<file path="src/hw/sup_csr_consts.svh">
`ifndef SUP_CSR_CONSTS_SVH
`define SUP_CSR_CONSTS_SVH

`define SC_ADDR_W        12
`define SC_ADDR_TVEC     12'h105
`define SC_ADDR_PEND     12'h144
`define SC_ADDR_ENAB     12'h104
`define SC_ADDR_GATE     12'h106
`define SC_ADDR_TCMP     12'h5c0

`define SC_BIT_USOFT     0
`define SC_BIT_SSOFT     1
`define SC_BIT_UTIMER    4
`define SC_BIT_STIMER    5
`define SC_BIT_UEXT      8
`define SC_BIT_SEXT      9

`define SC_MODE_LO       0
`define SC_BASE_LO       2
`define SC_MIN_ALIGN     2

`define SC_ENAB_MASK_S   32'h0000_0222
`define SC_ENAB_MASK_U   32'h0000_0111
`define SC_PEND_MASK_S   32'h0000_0002
`define SC_PEND_MASK_U   32'h0000_0101

`define SC_RST_WORD      32'h0000_0000
`define SC_RST_TCMP      32'hffff_ffff

`endif

</file>
<file path="src/hw/sup_csr_pkg.sv">
package sup_csr_pkg;

  typedef enum logic [1:0] {
    CSR_READ  = 2'b00,
    CSR_WRITE = 2'b01,
    CSR_SET   = 2'b10,
    CSR_CLEAR = 2'b11
  } csr_op_e;

  typedef enum logic [1:0] {
    VEC_DIRECT   = 2'b00,
    VEC_VECTORED = 2'b01
  } vec_mode_e;

endpackage : sup_csr_pkg

</file>
<file path="src/hw/supervisor_trap_irq_csrs.sv">
`timescale 1ns/1ps
`default_nettype none
`include "sup_csr_consts.svh"

module supervisor_trap_irq_csrs #(
  parameter bit          USER_IRQ_EN    = 1'b1,
  parameter int          VEC_ALIGN_BITS = 2,
  parameter logic [31:0] GATE_IMPL      = 32'hffff_ffff,
  parameter int          CAUSE_W        = 5
) (
  // Clock and reset
  input  wire logic                      ref_clk_i,
  input  wire logic                      rstn_i,
  // CSR access from the instruction pipeline
  input  wire logic                      csr_req_i,
  input  wire logic [`SC_ADDR_W-1:0]     csr_addr_i,
  input  wire sup_csr_pkg::csr_op_e      csr_op_i,
  input  wire logic [31:0]               csr_wdata_i,
  output logic                           csr_ack_o,
  output logic                           csr_err_o,
  output logic      [31:0]               csr_rdata_o,
  // Interrupt sources
  input  wire logic                      ipi_i,
  input  wire logic                      sup_ext_irq_i,
  input  wire logic                      user_ext_irq_i,
  input  wire logic                      user_timer_irq_i,
  input  wire logic [31:0]               time_i,
  // Enabled and pending interrupts towards the trap logic
  output logic      [31:0]               irq_active_o,
  // Trap dispatch
  input  wire logic                      trap_i,
  input  wire logic                      trap_irq_i,
  input  wire logic [CAUSE_W-1:0]        trap_cause_i,
  output logic                           trap_pc_valid_o,
  output logic      [31:0]               trap_pc_o,
  // User counter reads
  input  wire logic                      cnt_rd_i,
  input  wire logic                      user_mode_i,
  input  wire logic [4:0]                cnt_idx_i,
  output logic                           cnt_ok_o,
  output logic                           cnt_illegal_o
);

  import sup_csr_pkg::*;

  if (VEC_ALIGN_BITS < `SC_MIN_ALIGN || VEC_ALIGN_BITS > 30) begin : g_bad_align
    $error("VEC_ALIGN_BITS must lie between 2 and 30");
  end
  if (CAUSE_W < 4 || CAUSE_W > 10) begin : g_bad_cause
    $error("CAUSE_W must lie between 4 and 10");
  end

  // Reset release. The pin acts at once, but its release passes two flops, so no
  // register leaves reset in the cycle in which the pin rises.

  logic rst_meta_reg;
  logic rst_sync_reg;

  always_ff @(posedge ref_clk_i or negedge rstn_i) begin
    if (!rstn_i) begin
      rst_meta_reg <= 1'b0;
      rst_sync_reg <= 1'b0;
    end else begin
      rst_meta_reg <= 1'b1;
      rst_sync_reg <= rst_meta_reg;
    end
  end

  wire rst_n = rst_sync_reg;

  // Writable masks. Bits 3, 7 and 11 stay outside every mask.

  localparam logic [31:0] USER_MASK = USER_IRQ_EN ? `SC_ENAB_MASK_U : 32'h0;
  localparam logic [31:0] ENAB_MASK = `SC_ENAB_MASK_S | USER_MASK;
  localparam logic [31:0] PEND_MASK = `SC_PEND_MASK_S | (USER_MASK & `SC_PEND_MASK_U);

  // Address decode.
  // The address is decoded whatever the request; only a qualified write acts.

  wire hit_tvec = csr_addr_i == `SC_ADDR_TVEC;
  wire hit_pend = csr_addr_i == `SC_ADDR_PEND;
  wire hit_enab = csr_addr_i == `SC_ADDR_ENAB;
  wire hit_gate = csr_addr_i == `SC_ADDR_GATE;
  wire hit_tcmp = csr_addr_i == `SC_ADDR_TCMP;
  wire mapped   = hit_tvec | hit_pend | hit_enab | hit_gate | hit_tcmp;
  wire do_write = csr_req_i && mapped && (csr_op_i != CSR_READ);

  wire wr_tvec = do_write && hit_tvec;
  wire wr_pend = do_write && hit_pend;
  wire wr_enab = do_write && hit_enab;
  wire wr_gate = do_write && hit_gate;
  wire wr_tcmp = do_write && hit_tcmp;

  // One read-modify-write helper serves every view, so set and clear always act
  // on the stored bits and never on live request lines.
  function automatic logic [31:0] rmw(input csr_op_e op,
                                      input logic [31:0] old,
                                      input logic [31:0] wd);
    logic [31:0] res;
    res = old;
    unique case (op)
      CSR_WRITE: res = wd;
      CSR_SET:   res = old | wd;
      CSR_CLEAR: res = old & ~wd;
      CSR_READ:  res = old;
    endcase
    return res;
  endfunction : rmw

  // State.

  logic        user_soft_pending_reg;
  logic        sup_soft_pending_reg;
  logic        user_ext_pending_sw_reg;
  logic        sup_timer_pending_reg;
  logic [31:0] enab_reg;
  logic [31:2] tvec_base_reg;
  logic        tvec_vec_reg;
  logic [31:0] gate_reg;
  logic [31:0] tcmp_reg;

  // Pending view. The writable-software copy keeps the user external flop alone,
  // so a set or clear never latches the controller line into it.

  logic [31:0] pend_sw;
  logic [31:0] pend_view;

  always_comb begin
    pend_sw                 = `SC_RST_WORD;
    pend_sw[`SC_BIT_USOFT]  = user_soft_pending_reg;
    pend_sw[`SC_BIT_SSOFT]  = sup_soft_pending_reg;
    pend_sw[`SC_BIT_UEXT]   = user_ext_pending_sw_reg;
    pend_sw[`SC_BIT_UTIMER] = user_timer_irq_i && USER_IRQ_EN;
    pend_sw[`SC_BIT_STIMER] = sup_timer_pending_reg;
    pend_sw[`SC_BIT_SEXT]   = sup_ext_irq_i;
  end

  always_comb begin
    pend_view = pend_sw;
    pend_view[`SC_BIT_UEXT] = (user_ext_pending_sw_reg | user_ext_irq_i) && USER_IRQ_EN;
  end

  wire [31:0] pend_new = rmw(csr_op_i, pend_sw, csr_wdata_i);
  wire [31:0] enab_new = rmw(csr_op_i, enab_reg, csr_wdata_i);
  wire [31:0] gate_new = rmw(csr_op_i, gate_reg, csr_wdata_i);
  wire [31:0] tcmp_new = rmw(csr_op_i, tcmp_reg, csr_wdata_i);

  // Software pending bits. The interprocessor request wins over a clearing write.

  wire sup_soft_pending_next = ipi_i ? 1'b1
                 : (wr_pend ? pend_new[`SC_BIT_SSOFT] : sup_soft_pending_reg);
  wire user_soft_pending_next = (wr_pend && PEND_MASK[`SC_BIT_USOFT]) ?
                   pend_new[`SC_BIT_USOFT] : user_soft_pending_reg;
  wire user_ext_pending_next = (wr_pend && PEND_MASK[`SC_BIT_UEXT]) ?
                   pend_new[`SC_BIT_UEXT] : user_ext_pending_sw_reg;

  always_ff @(posedge ref_clk_i or negedge rst_n) begin
    if (!rst_n) begin
      user_soft_pending_reg    <= 1'b0;
      sup_soft_pending_reg    <= 1'b0;
      user_ext_pending_sw_reg <= 1'b0;
    end else begin
      user_soft_pending_reg    <= user_soft_pending_next;
      sup_soft_pending_reg    <= sup_soft_pending_next;
      user_ext_pending_sw_reg <= user_ext_pending_next;
    end
  end

  // Enable view. Non-writable positions keep their value, which is zero.
  // Writes that reach bits 3, 7 and 11 are dropped, as those belong to machine level.

  wire [31:0] enab_next = wr_enab ? ((enab_new & ENAB_MASK) | (enab_reg & ~ENAB_MASK))
                                  : enab_reg;

  always_ff @(posedge ref_clk_i or negedge rst_n) begin
    if (!rst_n) begin
      enab_reg <= `SC_RST_WORD;
    end else begin
      enab_reg <= enab_next;
    end
  end

  // Timer scheduling. Software clears the supervisor timer by moving the compare
  // value past the current time; the pending bit itself ignores writes.

  wire [31:0] tcmp_next  = wr_tcmp ? tcmp_new : tcmp_reg;
  wire        timer_due  = time_i >= tcmp_reg;

  always_ff @(posedge ref_clk_i or negedge rst_n) begin
    if (!rst_n) begin
      tcmp_reg <= `SC_RST_TCMP;
      sup_timer_pending_reg <= 1'b0;
    end else begin
      tcmp_reg <= tcmp_next;
      sup_timer_pending_reg <= timer_due && !wr_tcmp;
    end
  end

  // Trap vector. A reserved mode leaves the stored mode unchanged. In vectored
  // mode the low base bits below the stricter alignment are forced to zero.

  logic [31:0] tvec_view;

  assign tvec_view = {tvec_base_reg, 1'b0, tvec_vec_reg};

  wire [31:0] tvec_new   = rmw(csr_op_i, tvec_view, csr_wdata_i);
  wire [1:0]  mode_field = tvec_new[`SC_MODE_LO +: 2];
  wire        mode_legal = (mode_field == VEC_DIRECT) || (mode_field == VEC_VECTORED);
  wire        vec_next   = mode_legal ? (mode_field == VEC_VECTORED) : tvec_vec_reg;

  localparam logic [31:0] VEC_ALIGN_MASK = ~((32'h1 << VEC_ALIGN_BITS) - 32'h1);

  wire [31:0] base_wr   = vec_next ? (tvec_new & VEC_ALIGN_MASK) : tvec_new;
  wire [31:2] base_next = wr_tvec ? base_wr[31:`SC_BASE_LO] : tvec_base_reg;
  wire        tvec_mode_next = wr_tvec ? vec_next : tvec_vec_reg;

  always_ff @(posedge ref_clk_i or negedge rst_n) begin
    if (!rst_n) begin
      tvec_base_reg <= '0;
      tvec_vec_reg  <= 1'b0;
    end else begin
      tvec_base_reg <= base_next;
      tvec_vec_reg  <= tvec_mode_next;
    end
  end

  // Counter gates. Unimplemented gates read as zero and trap every user-mode read.

  wire [31:0] gate_next = wr_gate ? (gate_new & GATE_IMPL) : gate_reg;

  always_ff @(posedge ref_clk_i or negedge rst_n) begin
    if (!rst_n) begin
      gate_reg <= `SC_RST_WORD;
    end else begin
      gate_reg <= gate_next;
    end
  end

  // Read data. The old value is returned, as for a swap.
  // Unmapped addresses read as zero and raise the error flag instead.

  logic [31:0] rd_value;

  always_comb begin
    rd_value = `SC_RST_WORD;
    if (hit_tvec) begin
      rd_value = tvec_view;
    end
    if (hit_pend) begin
      rd_value = pend_view;
    end
    if (hit_enab) begin
      rd_value = enab_reg;
    end
    if (hit_gate) begin
      rd_value = gate_reg;
    end
    if (hit_tcmp) begin
      rd_value = tcmp_reg;
    end
  end

  // Every request is answered one cycle later, so the pipeline never waits here.
  always_ff @(posedge ref_clk_i or negedge rst_n) begin
    if (!rst_n) begin
      csr_ack_o   <= 1'b0;
      csr_err_o   <= 1'b0;
      csr_rdata_o <= `SC_RST_WORD;
    end else begin
      csr_ack_o   <= csr_req_i;
      csr_err_o   <= csr_req_i && !mapped;
      csr_rdata_o <= (csr_req_i && mapped) ? rd_value : `SC_RST_WORD;
    end
  end

  // Interrupt gating towards the hart.
  // The hart still applies its global enable and privilege checks on top.

  wire [31:0] irq_next = pend_view & enab_reg;

  always_ff @(posedge ref_clk_i or negedge rst_n) begin
    if (!rst_n) begin
      irq_active_o <= `SC_RST_WORD;
    end else begin
      irq_active_o <= irq_next;
    end
  end

  // Trap target.
  // The target is registered and held, so the fetch logic may take it late.

  logic [31:0] target;

  trap_target_calc #(
    .CAUSE_W (CAUSE_W)
  ) u_target (
    .base_i     ({tvec_base_reg, 2'b00}),
    .vectored_i (tvec_vec_reg),
    .is_irq_i   (trap_irq_i),
    .cause_i    (trap_cause_i),
    .target_o   (target)
  );

  always_ff @(posedge ref_clk_i or negedge rst_n) begin
    if (!rst_n) begin
      trap_pc_valid_o <= 1'b0;
      trap_pc_o       <= `SC_RST_WORD;
    end else begin
      trap_pc_valid_o <= trap_i;
      if (trap_i) begin
        trap_pc_o <= target;
      end
    end
  end

  // User counter read check.
  // Outside user mode every counter read is allowed, whatever the gates say.

  logic cnt_bad;
  logic cnt_good;

  counter_gate_check u_gate (
    .gate_i      (gate_reg),
    .read_i      (cnt_rd_i),
    .user_mode_i (user_mode_i),
    .index_i     (cnt_idx_i),
    .illegal_o   (cnt_bad),
    .allowed_o   (cnt_good)
  );

  always_ff @(posedge ref_clk_i or negedge rst_n) begin
    if (!rst_n) begin
      cnt_ok_o      <= 1'b0;
      cnt_illegal_o <= 1'b0;
    end else begin
      cnt_ok_o      <= cnt_good;
      cnt_illegal_o <= cnt_bad;
    end
  end

endmodule : supervisor_trap_irq_csrs
`default_nettype wire

</file>
<file path="src/hw/trap_target_calc.sv">
`timescale 1ns/1ps
`default_nettype none
`include "sup_csr_consts.svh"

module trap_target_calc #(
  parameter int CAUSE_W = 5
) (
  // Vector configuration
  input  wire logic [31:0]        base_i,
  input  wire logic               vectored_i,
  // Trap being taken
  input  wire logic               is_irq_i,
  input  wire logic [CAUSE_W-1:0] cause_i,
  // Target address
  output logic      [31:0]        target_o
);

  logic [31:0] offset;

  // Cause zero gives a zero offset, so it shares the exception target.
  assign offset   = 32'({cause_i, 2'b00});
  assign target_o = (vectored_i && is_irq_i) ? base_i + offset : base_i;

endmodule : trap_target_calc
`default_nettype wire

</file>
<file path="src/hw/counter_gate_check.sv">
`timescale 1ns/1ps
`default_nettype none

module counter_gate_check (
  // Gate configuration
  input  wire logic [31:0] gate_i,
  // Counter read from the pipeline
  input  wire logic        read_i,
  input  wire logic        user_mode_i,
  input  wire logic [4:0]  index_i,
  // Verdict
  output logic             illegal_o,
  output logic             allowed_o
);

  logic gate_open;

  assign gate_open = gate_i[index_i];
  assign illegal_o = read_i && user_mode_i && !gate_open;
  assign allowed_o = read_i && !illegal_o;

endmodule : counter_gate_check
`default_nettype wire

</file>
<file path="config.mk">
export PLATFORM = sky130hd
export DESIGN_NAME = supervisor_trap_irq_csrs
export DESIGN_NICKNAME = d
export VERILOG_FILES = /design/src/hw/sup_csr_pkg.sv /design/src/hw/supervisor_trap_irq_csrs.sv /design/src/hw/trap_target_calc.sv /design/src/hw/counter_gate_check.sv
export VERILOG_INCLUDE_DIRS = /design/src /design/src/hw
export SDC_FILE = /design/constraint.sdc
export NUM_CORES = 1
export LEC_CHECK = 0
export BUFFER_PORTS_ARGS = -buffer_cell sky130_fd_sc_hd__buf_2
export CORE_MARGIN = 2
export CORE_UTILIZATION = 58
export CTS_BUF_LIST = sky130_fd_sc_hd__clkbuf_4 sky130_fd_sc_hd__clkbuf_8
export DETAILED_ROUTE_END_ITERATION = 7
export PLACE_DENSITY = 0.83
export RECOVER_POWER = 100
export SYNTH_ARGS = -nofsm -noshare
export SYNTH_HDL_FRONTEND = slang
export SYNTH_SLANG_ARGS = --single-unit
export TNS_END_PERCENT = 5
</file>
<file path="constraint.sdc">
create_clock -name ref_clk_i -period 7.4 [get_ports ref_clk_i]
set_clock_uncertainty 0.2 [all_clocks]
set_input_delay 0.37 -clock ref_clk_i [delete_from_list [all_inputs] [get_ports ref_clk_i]]
set_output_delay 0.37 -clock ref_clk_i [all_outputs]
set_load 0.05 [all_outputs]
</file>
==> flow_metrics.env <==
export IMPL_status="complete, but fails checks"
export IMPL_violations="design-rule violations, max-capacitance violations, max-slew violations"
export IMPL_clkTransAtPathRegs_ns=0.10
export IMPL_synth_edf_count=0
export IMPL_die_w_um=136
export IMPL_p_sw_share_pct=27.1
export IMPL_ir_drop_v=0.000124
export IMPL_power_density_mw_per_mm2=169
export IMPL_internal_power_mw=1.41
export IMPL_slew_violations=266
export IMPL_drive_gt1_share_pct=15.2
export IMPL_tns_ns=0
export IMPL_timing_fmax_ghz=0.227
export IMPL_critPathLaunchType="input pin"
export IMPL_wl_per_cell_um=20.2
export IMPL_overflow=0
export IMPL_antenna_found_initial=1
export IMPL_min_path_type="in2reg"
export IMPL_start_util_pct=58.8
export IMPL_root_buffer="clkbuf_8"
export IMPL_ant_nets=0
export IMPL_area_growth_syn_to_layout_pct=14.0
export IMPL_finalHoldViolCount=0
export IMPL_htree_levels=4
export IMPL_crit_type="in2reg"
export IMPL_synth_compound_area_share_pct=24.7
export IMPL_numCtsBuffers=17
export IMPL_r2r_start="rst_n"
export IMPL_die_y_um=136
export IMPL_rows=48
export IMPL_cts_resized=0
export IMPL_crit_fanout=36
export IMPL_cts_num_sinks=180
export IMPL_hpwl_um=19900
export IMPL_synth_warnings=0
export IMPL_cts_tree="done"
export IMPL_clock_power_share_pct=36.3
export IMPL_synth_fa_ha_area_share_pct=4.80
export IMPL_crit_start="csr_addr_i[1]"
export IMPL_worst_slew_pin_transition_ns=2.79
export IMPL_required_ns=7.61
export IMPL_drt_iter0_markers=1378
export IMPL_io_buffer_count=171
export IMPL_yosys_area_share_simple_pct=14.9
export IMPL_syn_inst=1050
export IMPL_period_needed_ns=4.41
export IMPL_clk_path_buf_depth=2
export IMPL_io_pins=200
export IMPL_grt_max_degree=71
export IMPL_utilization_pct=67.0
export IMPL_layout_commonest_cell="dfrtp_1"
export IMPL_grt_pass1_vias=8599
export IMPL_syn_area_per_cell_um2=9.58
export IMPL_ys_flop_type="dfrtp_1"
export IMPL_r2r_cells=1
export IMPL_grt_pass1_wl_um=45500
export IMPL_layout_common_cells="dfrtp_1, nor2_1, buf_2"
export IMPL_rsz0062_at_grt="no"
export IMPL_nFillCells=1400
export IMPL_firstDrtPassIters=8
export IMPL_power_frac_seq_pct=52.3
export IMPL_fin_crit_sh_pct=59.6
export IMPL_drc=1
export IMPL_p_switching_mw=0.525
export IMPL_insertion_delay_ns=0.48
export IMPL_ys_ff_latch=180
export IMPL_critPathArrivalTime_ns=4.62
export IMPL_synthMuxAreaShare_pct=2.70
export IMPL_worstHoldStart="csr_wdata_i[3]"
export IMPL_wl_um=29200
export IMPL_final_nets=1339
export IMPL_grt_use_total_pct=31.9
export IMPL_synth_async_reset_ratio_pct=100
export IMPL_syn_area_mm2=0.0101
export IMPL_vias=9291
export IMPL_synthXorXnorAreaFrac_pct=0.435
export IMPL_instances_no_fill=1442
export IMPL_post_cts_buffers=0
export IMPL_yosysUniqueCellTypes=69
export IMPL_whs_path_depth=2
export IMPL_place_congestion=0.948
export IMPL_seq_area_frac_synth_pct=45.2
export IMPL_p_leak_nw=4.62
export IMPL_dieArea_mm2=0.0184
export IMPL_holdWs_ns=0.0128
export IMPL_viasPerCell=6.44
export IMPL_finalSetupViolCount=0
export IMPL_cap_viol_max_count=6
export IMPL_core_area_mm2=0.0171
export IMPL_dp_cells=1375
export IMPL_combPwrFrac_pct=11.4
export IMPL_relSlewSlack_pct=-85.9
export IMPL_synth_top_family_by_area="compound AO/OA/AOI/OAI gates"
export IMPL_end_kind="flip-flop"
-- power groups by stage --
stage                     registers, mW  logic (mW)  clock network (mW)
after global routing               1.02       0.241               0.741
after global placement             1.03       0.204                   0
final                              1.01       0.222               0.703
after floorplan                    1.07       0.108                   0
after CTS                          1.01       0.223               0.706
after detailed placement           1.03       0.209                   0
-- stage by stage --
stage               cell area (µm²)  setup slack, ns  total power [mW]
floorplan                     10200             1.87              1.17
global placement              10900             4.00              1.23
detailed placement            10900             3.95              1.24
CTS                           11600             4.46              1.94
global route                  11500             2.87              2.00
finish                        11500             2.99              1.94
-- path summary, 6_finish.rpt --
| kind | end | slack, ns |
|---|---|---|
| max in group asynchronous | irq_active_o[0] | 3.99 |
| max reg2reg | irq_active_o[0] | 3.99 |
| min | gate_reg[3] | 0.01 |
| max | tcmp_reg[29] | 2.99 |
| min reg2reg | rst_n | 0.16 |
| min in group asynchronous | rst_n | 0.54 |
-- cell type report --
type	instances	area (µm²)	share of cell area, %
diodes	2	5.00	0.0436
clock buffers	25	319	2.78
well taps	225	282	2.46
inverters	45	169	1.47
clock inverters	7	96.3	0.840
flip-flops and latches	180	4540	39.6
multi-input cells	741	4880	42.6
repair buffers	217	1170	10.2
-- critical path, stage by stage --
cell	delay (ns)
clkbuf_1	0.17
or4b_1	0.65
nor4_4	0.24
clkbuf_1	1.31
and2_0	1.21
o21ai_0	0.35
a22o_1	0.29
-- cells by family after synthesis --
logic type	after synthesis
simple gates	290
xor+xnor	5
buf+inv	156
mux	17
compound gates	362
flops	180
other cells	2
fa+ha+maj	38
-- metal layers --
layer	track usage (%)	routed length, µm	vias up	part of all wire, %
met5	0	0	-	0
met4	12.2	730	0	2.5
met3	7.11	3420	71	12
met2	48.5	13300	565	46
met1	44.9	11700	4457	40
li1	-	-	4198	-
-- cells in the mapped netlist (all sizes together) (27+ instances only) --
library cell | count | area (µm²)
nor2 | 95 | 357
a211oi | 38 | 290
dfrtp | 148 | 3700
inv | 44 | 165
clkbuf | 60 | 225
o21ai | 75 | 375
o211ai | 45 | 338
dfstp | 32 | 841
ha | 37 | 463
buf | 51 | 329
a22o | 32 | 280
a21oi | 70 | 354
nand2 | 60 | 225
a222oi | 27 | 270
nand3 | 30 | 150
-- what timing repair did --
item,in CTS,in global routing
hold buffers,33,0
hold endpoints to repair,70,0
endpoints found under the setup margin,0,0
(Power assumes the default switching activity.)
